### config.mk
export PLATFORM = sky130hd
export DESIGN_NAME = ptmc_timer
export DESIGN_NICKNAME = d
export VERILOG_FILES = /design/src/inc/ptmc_pkg.sv /design/src/rtl/ptmc_prescaler.sv /design/src/rtl/ptmc_timer.sv
export SDC_FILE = /design/constraint.sdc
export NUM_CORES = 1
export LEC_CHECK = 0
export ABC_AREA = 1
export BUFFER_PORTS_ARGS = -buffer_cell sky130_fd_sc_hd__buf_2
export CORE_ASPECT_RATIO = 1.5
export CORE_MARGIN = 2
export CORE_UTILIZATION = 40
export CTS_BUF_LIST = sky130_fd_sc_hd__clkbuf_8
export DETAILED_ROUTE_END_ITERATION = 16
export HOLD_SLACK_MARGIN = 0.08
export SLEW_MARGIN = 10
export SYNTH_ARGS = -nofsm -noshare
export SYNTH_HDL_FRONTEND = slang
export SYNTH_SLANG_ARGS = --single-unit
### constraint.sdc
create_clock -name aclk -period 2.35 [get_ports aclk]
set_clock_uncertainty 0.05 [all_clocks]
set_input_delay 0.235 -clock aclk [delete_from_list [all_inputs] [get_ports aclk]]
set_output_delay 0.235 -clock aclk [all_outputs]
set_load 0.01 [all_outputs]
### src/inc/ptmc_pkg.sv
package ptmc_pkg;
  // ==========================================================
  // register indices; byte address is four times the index
  localparam logic [7:0] PTMC_IDX_MODE = 8'h2A;
  localparam logic [7:0] PTMC_IDX_PRESCALE_LOWER = 8'h2B;
  localparam logic [7:0] PTMC_IDX_RELOAD_HI = 8'h2C;
  localparam logic [7:0] PTMC_IDX_RELOAD_LO = 8'h2D;
  localparam logic [7:0] PTMC_IDX_COUNTER_HI = 8'h2E;
  localparam logic [7:0] PTMC_IDX_COUNTER_LO = 8'h2F;
  localparam logic [7:0] PTMC_IDX_CONTROL = 8'h20;
  localparam logic [7:0] PTMC_IDX_STATUS = 8'h21;
  localparam logic [7:0] PTMC_IDX_IRQ_MASK = 8'h22;
  localparam int PTMC_ADDR_LSB = 2;
  localparam int PTMC_ADDR_W = 12;

  // ==========================================================
  // mode register fields
  localparam int PTMC_MODE_AUTO_START = 7;
  localparam int PTMC_MODE_GATE_HI = 6;
  localparam int PTMC_MODE_GATE_LO = 5;
  localparam int PTMC_MODE_AUTO_RELOAD = 4;
  localparam int PTMC_MODE_PRE_HI = 3;
  localparam logic [7:0] PTMC_MODE_RESET = 8'h00;

  // control register fields
  localparam int PTMC_CTL_STOP_NOW = 0;
  localparam int PTMC_CTL_START_NOW = 1;
  localparam int PTMC_CTL_EVEN_PRESCALE = 2;
  localparam int PTMC_CTL_MULTI_FRAME = 3;
  localparam int PTMC_CTL_INITIAL_FIELD_ON = 4;
  localparam logic [7:0] PTMC_CTL_RESET = 8'h00;
  localparam logic [7:0] PTMC_CTL_STORED = 8'h1C;

  // status / mask fields
  localparam int PTMC_ST_EXPIRY = 0;
  localparam int PTMC_ST_STARTED = 1;
  localparam int PTMC_ST_STOPPED = 2;
  localparam int PTMC_ST_RUNNING = 7;
  localparam int PTMC_EVT_W = 3;
  localparam logic [7:0] PTMC_BYTE_RESET = 8'h00;

  // ==========================================================
  // gate select encodings
  typedef enum logic [1:0] {
    PTMC_GATE_NONE = 2'b00,
    PTMC_GATE_SECURE = 2'b01,
    PTMC_GATE_AUX_PIN_ONE = 2'b10,
    PTMC_GATE_ADDR3 = 2'b11
  } ptmc_gate_e;

  // received-bit counts after which protocol stop fires
  localparam logic [2:0] PTMC_STOP_BITS_106 = 3'h5;
  localparam logic [2:0] PTMC_STOP_BITS_OTHER = 3'h4;

  localparam logic [1:0] PTMC_RESP_OKAY = 2'b00;
  localparam logic [1:0] PTMC_RESP_SLVERR = 2'b10;
endpackage : ptmc_pkg

### src/rtl/ptmc_prescaler.sv
module ptmc_prescaler
  import ptmc_pkg::*;
#(
  parameter int PW = 12
) (
  input wire logic aclk,
  input wire logic aresetn,
  input wire logic enable,
  input wire logic even_prescale_select,
  input wire logic [PW-1:0] prescale,
  output logic tick
);
  // ==========================================================
  // divisor arithmetic
  function automatic logic [PW+1:0] ptmc_div_last(input logic [PW-1:0] p, input logic even);
    logic [PW+1:0] d;
    d = {1'b0, p, 1'b0} + {{(PW+1){1'b0}}, even};
    return d;
  endfunction : ptmc_div_last

  logic [PW+1:0] cnt_q;
  logic [PW+1:0] last;

  // divide by 2p+1 (count 0..2p) or 2p+2 (count 0..2p+1)
  assign last = ptmc_div_last(prescale, even_prescale_select);

  // phase restarts whenever the timer is idle or gated closed
  always_ff @(posedge aclk) begin
    if (!aresetn || !enable) begin
      cnt_q <= '0;
      tick <= 1'b0;
    end else if (cnt_q >= last) begin
      cnt_q <= '0;
      tick <= 1'b1;
    end else begin
      cnt_q <= cnt_q + 1'b1;
      tick <= 1'b0;
    end
  end
endmodule : ptmc_prescaler

### src/rtl/ptmc_timer.sv
// Functional notes
// - auto-start: start at every transmit end, and on field on if initial-field-on set
// - auto-start, single frame: 106 kbit A/B modes stop after fifth received bit
// - auto-start, single frame: other modes stop after fourth received bit
// - multi-frame receive: no bit-based stop; stop-now write or expiry with auto-reload clear stops timer
// - auto-start off: protocol events neither start nor stop the timer
// - gate select: 00 none, 01 secure input, 10 aux pin one, 11 address pin three
// - running flag shows register enable, ignoring gate level; flag never affects gate
// - auto-reload set: at zero reload and keep counting down
// - auto-reload clear: count to zero, stop, set expiry flag
// - prescale is lower four mode bits joined above lower prescale byte
// - even select clear: tick every 2*prescale+1 clocks
// - even select set: tick every 2*prescale+2 clocks
// - even select resets to zero
// - each start loads 16-bit reload; reload writes apply at next start or auto-reload
// - lower prescale byte is separate read-write register, reset to zero
//
// The AXI4-Lite interface to the registers was chosen for this implementation.
module ptmc_timer
  import ptmc_pkg::*;
#(
  parameter int CW = 16,
  parameter int PW = 12
) (
  input wire logic aclk,
  input wire logic aresetn,
  // axi4-lite slave
  input wire logic [PTMC_ADDR_W-1:0] s_axi_awaddr,
  input wire logic s_axi_awvalid,
  output logic s_axi_awready,
  input wire logic [31:0] s_axi_wdata,
  input wire logic [3:0] s_axi_wstrb,
  input wire logic s_axi_wvalid,
  output logic s_axi_wready,
  output logic [1:0] s_axi_bresp,
  output logic s_axi_bvalid,
  input wire logic s_axi_bready,
  input wire logic [PTMC_ADDR_W-1:0] s_axi_araddr,
  input wire logic s_axi_arvalid,
  output logic s_axi_arready,
  output logic [31:0] s_axi_rdata,
  output logic [1:0] s_axi_rresp,
  output logic s_axi_rvalid,
  input wire logic s_axi_rready,
  // protocol events
  input wire logic tx_end_pulse,
  input wire logic field_on_pulse,
  input wire logic rx_bit_pulse,
  input wire logic mode_106_ab,
  // gate sources
  input wire logic secure_signal_in,
  input wire logic aux_pin_one,
  input wire logic address_pin_three,
  // status
  output logic running_flag,
  output logic expiry_irq_flag,
  output logic irq
);
  // ==========================================================
  // address decode
  function automatic logic ptmc_hit(input logic [PTMC_ADDR_W-1:0] a, input logic [7:0] idx);
    logic [PTMC_ADDR_W-1:0] full;
    full = {{(PTMC_ADDR_W-8-PTMC_ADDR_LSB){1'b0}}, idx, {PTMC_ADDR_LSB{1'b0}}};
    return a == full;
  endfunction : ptmc_hit

  function automatic logic ptmc_mapped(input logic [PTMC_ADDR_W-1:0] a);
    return ptmc_hit(a, PTMC_IDX_MODE) || ptmc_hit(a, PTMC_IDX_PRESCALE_LOWER)
      || ptmc_hit(a, PTMC_IDX_RELOAD_HI) || ptmc_hit(a, PTMC_IDX_RELOAD_LO)
      || ptmc_hit(a, PTMC_IDX_COUNTER_HI) || ptmc_hit(a, PTMC_IDX_COUNTER_LO)
      || ptmc_hit(a, PTMC_IDX_CONTROL) || ptmc_hit(a, PTMC_IDX_STATUS)
      || ptmc_hit(a, PTMC_IDX_IRQ_MASK);
  endfunction : ptmc_mapped

  // ==========================================================
  // registers
  logic [7:0] mode_q;
  logic [7:0] prescale_lower_q;
  logic [7:0] reload_hi_q;
  logic [7:0] reload_lo_q;
  logic [7:0] control_q;
  logic [7:0] mask_q;
  logic [PTMC_EVT_W-1:0] status_q;
  logic [PTMC_EVT_W-1:0] status_d;
  logic [CW-1:0] counter_q;
  logic running_q;
  logic [2:0] rx_bits_q;

  // write channel capture
  logic aw_held_q;
  logic w_held_q;
  logic [PTMC_ADDR_W-1:0] awaddr_q;
  logic [7:0] wbyte_q;
  logic wlane_q;
  logic wr_fire;
  logic stop_now_wr;
  logic start_now_wr;
  logic status_rd;

  assign wr_fire = aw_held_q && w_held_q && !s_axi_bvalid;
  assign stop_now_wr = wr_fire && wlane_q && ptmc_hit(awaddr_q, PTMC_IDX_CONTROL)
    && wbyte_q[PTMC_CTL_STOP_NOW];
  assign start_now_wr = wr_fire && wlane_q && ptmc_hit(awaddr_q, PTMC_IDX_CONTROL)
    && wbyte_q[PTMC_CTL_START_NOW];
  assign status_rd = s_axi_arvalid && s_axi_arready && ptmc_hit(s_axi_araddr, PTMC_IDX_STATUS);

  // ==========================================================
  // axi write path
  always_ff @(posedge aclk) begin
    if (!aresetn) begin
      aw_held_q <= 1'b0;
      awaddr_q <= '0;
      s_axi_awready <= 1'b0;
    end else begin
      s_axi_awready <= !aw_held_q && !s_axi_awready;
      if (s_axi_awvalid && s_axi_awready) begin
        aw_held_q <= 1'b1;
        awaddr_q <= s_axi_awaddr;
        s_axi_awready <= 1'b0;
      end else if (wr_fire) begin
        aw_held_q <= 1'b0;
      end
    end
  end

  always_ff @(posedge aclk) begin
    if (!aresetn) begin
      w_held_q <= 1'b0;
      wbyte_q <= PTMC_BYTE_RESET;
      wlane_q <= 1'b0;
      s_axi_wready <= 1'b0;
    end else begin
      s_axi_wready <= !w_held_q && !s_axi_wready;
      if (s_axi_wvalid && s_axi_wready) begin
        w_held_q <= 1'b1;
        wbyte_q <= s_axi_wdata[7:0];
        wlane_q <= s_axi_wstrb[0];
        s_axi_wready <= 1'b0;
      end else if (wr_fire) begin
        w_held_q <= 1'b0;
      end
    end
  end

  always_ff @(posedge aclk) begin
    if (!aresetn) begin
      s_axi_bvalid <= 1'b0;
      s_axi_bresp <= PTMC_RESP_OKAY;
    end else if (wr_fire) begin
      s_axi_bvalid <= 1'b1;
      s_axi_bresp <= ptmc_mapped(awaddr_q) ? PTMC_RESP_OKAY : PTMC_RESP_SLVERR;
    end else if (s_axi_bready) begin
      s_axi_bvalid <= 1'b0;
    end
  end

  // ==========================================================
  // software registers; counter and status are read only
  always_ff @(posedge aclk) begin
    if (!aresetn) begin
      mode_q <= PTMC_MODE_RESET;
      prescale_lower_q <= PTMC_BYTE_RESET;
      reload_hi_q <= PTMC_BYTE_RESET;
      reload_lo_q <= PTMC_BYTE_RESET;
      control_q <= PTMC_CTL_RESET;
      mask_q <= PTMC_BYTE_RESET;
    end else if (wr_fire && wlane_q) begin
      if (ptmc_hit(awaddr_q, PTMC_IDX_MODE)) begin
        mode_q <= wbyte_q;
      end
      if (ptmc_hit(awaddr_q, PTMC_IDX_PRESCALE_LOWER)) begin
        prescale_lower_q <= wbyte_q;
      end
      if (ptmc_hit(awaddr_q, PTMC_IDX_RELOAD_HI)) begin
        reload_hi_q <= wbyte_q;
      end
      if (ptmc_hit(awaddr_q, PTMC_IDX_RELOAD_LO)) begin
        reload_lo_q <= wbyte_q;
      end
      // stop and start bits are strobes and never stored
      if (ptmc_hit(awaddr_q, PTMC_IDX_CONTROL)) begin
        control_q <= wbyte_q & PTMC_CTL_STORED;
      end
      if (ptmc_hit(awaddr_q, PTMC_IDX_IRQ_MASK)) begin
        mask_q <= wbyte_q;
      end
    end
  end

  // ==========================================================
  // mode decode
  logic auto_start_enable;
  logic auto_reload_enable;
  logic multi_frame_receive;
  logic initial_field_on;
  logic even_prescale_select;
  ptmc_gate_e gate_select;
  logic gate_open;
  logic [PW-1:0] prescale;
  logic [CW-1:0] reload_value;
  logic tick;

  assign auto_start_enable = mode_q[PTMC_MODE_AUTO_START];
  assign auto_reload_enable = mode_q[PTMC_MODE_AUTO_RELOAD];
  assign gate_select = ptmc_gate_e'(mode_q[PTMC_MODE_GATE_HI:PTMC_MODE_GATE_LO]);
  assign multi_frame_receive = control_q[PTMC_CTL_MULTI_FRAME];
  assign initial_field_on = control_q[PTMC_CTL_INITIAL_FIELD_ON];
  assign even_prescale_select = control_q[PTMC_CTL_EVEN_PRESCALE];
  assign prescale = {mode_q[PTMC_MODE_PRE_HI:0], prescale_lower_q};
  assign reload_value = {reload_hi_q, reload_lo_q};

  // gate level only holds the count; running flag is independent of it
  always_comb begin
    case (gate_select)
      PTMC_GATE_NONE: gate_open = 1'b1;
      PTMC_GATE_SECURE: gate_open = secure_signal_in;
      PTMC_GATE_AUX_PIN_ONE: gate_open = aux_pin_one;
      PTMC_GATE_ADDR3: gate_open = address_pin_three;
      default: gate_open = 1'b1;
    endcase
  end

  ptmc_prescaler #(
    .PW(PW)
  ) u_prescaler (
    .aclk(aclk),
    .aresetn(aresetn),
    .enable(running_q && gate_open),
    .even_prescale_select(even_prescale_select),
    .prescale(prescale),
    .tick(tick)
  );

  // ==========================================================
  // start and stop events
  logic proto_start;
  logic proto_stop;
  logic start_evt;
  logic stop_evt;
  logic expire;
  logic [2:0] stop_bits;

  assign proto_start = auto_start_enable
    && (tx_end_pulse || (initial_field_on && field_on_pulse));
  assign stop_bits = mode_106_ab ? PTMC_STOP_BITS_106 : PTMC_STOP_BITS_OTHER;
  assign proto_stop = auto_start_enable && !multi_frame_receive && running_q
    && rx_bit_pulse && (rx_bits_q + 3'h1 == stop_bits);
  assign start_evt = proto_start || start_now_wr;
  assign stop_evt = (proto_stop || stop_now_wr) && !start_evt;
  assign expire = running_q && gate_open && tick && counter_q == '0
    && !start_evt && !stop_evt;

  // received bits counted only since the latest start
  always_ff @(posedge aclk) begin
    if (!aresetn || start_evt || !running_q) begin
      rx_bits_q <= '0;
    end else if (rx_bit_pulse && rx_bits_q != stop_bits) begin
      rx_bits_q <= rx_bits_q + 3'h1;
    end
  end

  // ==========================================================
  // count-down
  always_ff @(posedge aclk) begin
    if (!aresetn) begin
      running_q <= 1'b0;
      counter_q <= '0;
    end else if (start_evt) begin
      running_q <= 1'b1;
      counter_q <= reload_value;
    end else if (stop_evt) begin
      running_q <= 1'b0;
    end else if (expire) begin
      if (auto_reload_enable) begin
        counter_q <= reload_value;
      end else begin
        running_q <= 1'b0;
      end
    end else if (running_q && gate_open && tick) begin
      counter_q <= counter_q - 1'b1;
    end
  end

  // ==========================================================
  // sticky status; a new event outranks the read that clears it
  logic [PTMC_EVT_W-1:0] status_set;

  assign status_set = {stop_evt && running_q, start_evt,
    expire && !auto_reload_enable};

  always_comb begin
    status_d = status_q;
    if (status_rd) begin
      status_d = '0;
    end
    status_d = status_d | status_set;
  end

  always_ff @(posedge aclk) begin
    if (!aresetn) begin
      status_q <= '0;
      irq <= 1'b0;
      running_flag <= 1'b0;
      expiry_irq_flag <= 1'b0;
    end else begin
      status_q <= status_d;
      irq <= |(status_d & mask_q[PTMC_EVT_W-1:0]);
      running_flag <= running_d();
      expiry_irq_flag <= status_d[PTMC_ST_EXPIRY];
    end
  end

  // next running state, mirrored so the output flop matches running_q
  function automatic logic running_d();
    logic r;
    r = running_q;
    if (start_evt) begin
      r = 1'b1;
    end else if (stop_evt || (expire && !auto_reload_enable)) begin
      r = 1'b0;
    end
    return r;
  endfunction : running_d

  // ==========================================================
  // axi read path, answer one cycle after address taken
  logic [7:0] rbyte;

  always_comb begin
    rbyte = PTMC_BYTE_RESET;
    if (ptmc_hit(s_axi_araddr, PTMC_IDX_MODE)) rbyte = mode_q;
    if (ptmc_hit(s_axi_araddr, PTMC_IDX_PRESCALE_LOWER)) rbyte = prescale_lower_q;
    if (ptmc_hit(s_axi_araddr, PTMC_IDX_RELOAD_HI)) rbyte = reload_hi_q;
    if (ptmc_hit(s_axi_araddr, PTMC_IDX_RELOAD_LO)) rbyte = reload_lo_q;
    if (ptmc_hit(s_axi_araddr, PTMC_IDX_COUNTER_HI)) rbyte = counter_q[CW-1:8];
    if (ptmc_hit(s_axi_araddr, PTMC_IDX_COUNTER_LO)) rbyte = counter_q[7:0];
    if (ptmc_hit(s_axi_araddr, PTMC_IDX_CONTROL)) rbyte = control_q;
    if (ptmc_hit(s_axi_araddr, PTMC_IDX_IRQ_MASK)) rbyte = mask_q;
    if (ptmc_hit(s_axi_araddr, PTMC_IDX_STATUS)) begin
      rbyte[PTMC_EVT_W-1:0] = status_q;
      rbyte[PTMC_ST_RUNNING] = running_q;
    end
  end

  always_ff @(posedge aclk) begin
    if (!aresetn) begin
      s_axi_arready <= 1'b0;
      s_axi_rvalid <= 1'b0;
      s_axi_rdata <= '0;
      s_axi_rresp <= PTMC_RESP_OKAY;
    end else begin
      s_axi_arready <= !s_axi_rvalid && !s_axi_arready && !s_axi_arvalid;
      if (s_axi_arvalid && s_axi_arready) begin
        s_axi_arready <= 1'b0;
        s_axi_rvalid <= 1'b1;
        s_axi_rdata <= {24'h000000, rbyte};
        s_axi_rresp <= ptmc_mapped(s_axi_araddr) ? PTMC_RESP_OKAY : PTMC_RESP_SLVERR;
      end else if (s_axi_rvalid && s_axi_rready) begin
        s_axi_rvalid <= 1'b0;
      end else if (!s_axi_rvalid) begin
        s_axi_arready <= 1'b1;
      end
    end
  end
endmodule : ptmc_timer

==> qor.txt <==
Crit Path Category: reg2reg
global-route wire length before repair: 28.1 mm
Least-Margin Pin Slew: 0.691 ns
CTS tree: built
P_leak: 3.22 nW
proportion of layout cells with a drive suffix above 1: 13.8%
area leader, netlist: dfxtp_1
relative slew slack: 53.9%
Max clock buf depth: 2
FF+latch count, synth: 121
Die W: 107 microns
Row Count: 56
run status: finished, final reports clean
core area: 15,600 sq um
worst vdd ir: 0.335 mV
Nets: 1,098
IO buf count: 64
Fin. Hold Viols: 0
largest net degree at the start of global routing: 79
Post-Syn Area: 6320 sq um
Synth Warn #: 0
RSZ-0062 raised after global routing: no
Die ar.: 16,800 sq um
Yosys cell types: 44
Inserted Clock Buffers: 17
fin area: 7410 sq um
detailed placer's ending HPWL: 13.2 mm
drt first pass iters: 5
clk slew on worst S/H paths: 0.08 ns
htree depth: 4
Critical R2R Capture: counter_q[11]
Fin Setup TNS: 0 ns
post-route DRC violation count: 0
CP max FO: 9
most common cell after layout, fill and taps aside: nand2_1
Power Dens Cells: 553 nW/um^2
initial antenna violation count: 0
P&R area growth vs syn: 17.3%
crit-path cells: inv_1 -> ha_1 -> nand2_1 -> nor2_1 -> nand3_1 -> nor2_1 -> nand2_1 -> nor2_1 -> nand2_1 -> nand3b_1 -> nand3_2 -> a21oi_1
Area contributors post-synth: dfxtp_1 (38%), o21ai_0 (8.6%), nand2_1 (8.4%)
Root Driver: clkbuf_8
Max Fclk: 478 MHz
Max Slew Vio Count: 0
most frequent cells in the layout: nand2_1 (141), nor2_1 (129), dfxtp_1 (121)
Arrival @ worst endpoint: 2.40 ns
max-cap violation count: 0
post-synthesis sequential area ratio: 38.3%
initial core utilization: 40.6%
minimum clock period: 2.09 ns
worst hold margin: 0.129 ns
post-synth top area share: 38.3%
end of the critical path: counter_q[11]
HP Class: in2reg
DR iter-0 viols: 278
Antenna Nets Post-Route: 0
grt ovf: 0
Top delay family on crit path: simple AND/OR/NAND/NOR gates
Placer Congestion: 0.882
io pins: 118
# setup viols final: 0
Mapped Cells: 908
RR Startpoint: counter_q[1]
final period utilization: 89.1%
Wirelength per Cell: 14.3 microns
worst skew pair latency: 0.43 ns
crit-path max cell delay: 0.33 ns
CP bufs+invs: 1
Crit. path cell count: 12
Power, Total: 4.10 mW
R2R cell count: 12
Crit-path slowest cell: dfxtp_1
Vias: 5,984
Die H: 158 microns
Mean Syn Cell Area: 6.96 sq um
vias in the first global route: 5,770
placed cell area: 6810 sq um
PostCTS Resize Cnt: 0
Worst setup EP type: register
Tot GR Track Use: 21.5%
DRT Wirelength: 17.5 mm
clock sink count: 121
vias per std cell: 4.89
Setup crit start: counter_q[1]
Startpoint Class: register
FF-to-FF setup slack: 0.26 ns
ant diodes: 0
Critical Path RT: 2.66 ns
timing repair:
action / 4_1_cts / 5_1_grt
setup endpoints to repair: 0 / 12
hold endpoints to repair: 25 / 0
hold buffers: 24 / 0
setup buffers: 0 / 1
registers in the layout (all words and copies together), names as in the netlist, 3 cells and up:
register / flops
prescale_lower_q: 8
mode_q: 8
s_axi_rdata: 8
reload_hi_q: 8
rx_bits_q: 3
counter_q: 16
mask_q: 8
status_q: 3
awaddr_q: 12
control_q: 3
reload_lo_q: 8
u_prescaler.cnt_q: 14
wbyte_q: 8
cells in the mapped netlist (all sizes together):
master and number:
o21ai 115, a21oi 72, a21o 1, or2 6
nand2 145, a31oi 1, dfxtp 121, nor2 133
o21bai 3, clkinv 1, clkbuf 20, xnor2 1
conb 1, ha 17, nand3b 5, o31ai 1
a211oi 8, a32o 1, a221oi 2, inv 116
xor2 18, o22ai 7, o211ai 1, buf 32
nor3b 1, nor4 3, nor3 18, nand3 43
nand4 15
report_power, final:
| part | internal, mW | switching [mW] |
|---|---|---|
| Clock | 0.788 | 0.891 |
| Combinational | 0.115 | 0.176 |
| Sequential | 2.09 | 0.0384 |
| Total | 2.99 | 1.11 |
tightest hold or removal path, stage by stage:
cell and delay (ns):
buf_2 0.09, nand2_1 0.13, o22ai_1 0.10
routing by layer:
| layer | track usage [%] | up-vias | share of wire [%] |
|---|---|---|---|
| met5 | 0 | - | 0 |
| met4 | 9.89 | 0 | 3.2 |
| met3 | 3.33 | 26 | 3.6 |
| met2 | 40.9 | 123 | 53 |
| met1 | 23.0 | 2710 | 40 |
| li1 | - | 3125 | - |
metrics by stage:
| stage | worst slack [ns] | util, % | instances |
|---|---|---|---|
| final | 0.256 | 47.7 | 1223 |
| after global routing | 0.00695 | 47.7 | 1223 |
| after detailed placement | 0.0962 | 43.8 | 1166 |
| after global placement | 0.152 | 43.8 | 1166 |
| after floorplan | 0.551 | - | 933 |
| after CTS | 0.0804 | 47.6 | 1222 |
how the worst min path moves through the flow:
stage                     slack (ns)  cells past startpoint           start             end
after floorplan                 0.29                      1    s_axi_rready    s_axi_rvalid
after global placement          0.39                      2  s_axi_rdata[2]  s_axi_rdata[2]
after detailed placement        0.39                      2  s_axi_rdata[3]  s_axi_rdata[3]
after CTS                       0.12                      3         aresetn        w_held_q
after global routing            0.13                      3         aresetn    s_axi_wready
final                           0.13                      3   s_axi_arvalid    s_axi_rvalid
cell families (layout without fill, tap and decap cells):
| kind of cell | Yosys count | count (layout) | share of synthesized area, % |
|---|---|---|---|
| simple gates | 369 | 369 | 25.8 |
| other cells | 1 | 26 | 0.0593 |
| buf+inv | 169 | 256 | 12.0 |
| flops | 121 | 121 | 38.3 |
| compound gates | 212 | 212 | 17.8 |
| fa+ha+maj | 17 | 17 | 3.37 |
| xor+xnor | 19 | 19 | 2.63 |
final cells by class:
type / count / area [sq um]
Clock buffer: 19 / 262
Clock inverter: 13 / 95.1
Fill cell: 1670 / 8140
Inverter: 117 / 442
Multi-Input combinational cell: 643 / 3230
Sequential cell: 121 / 2420
Tap cell: 203 / 254
Timing Repair Buffer: 107 / 703
(Power assumes the default switching activity.)
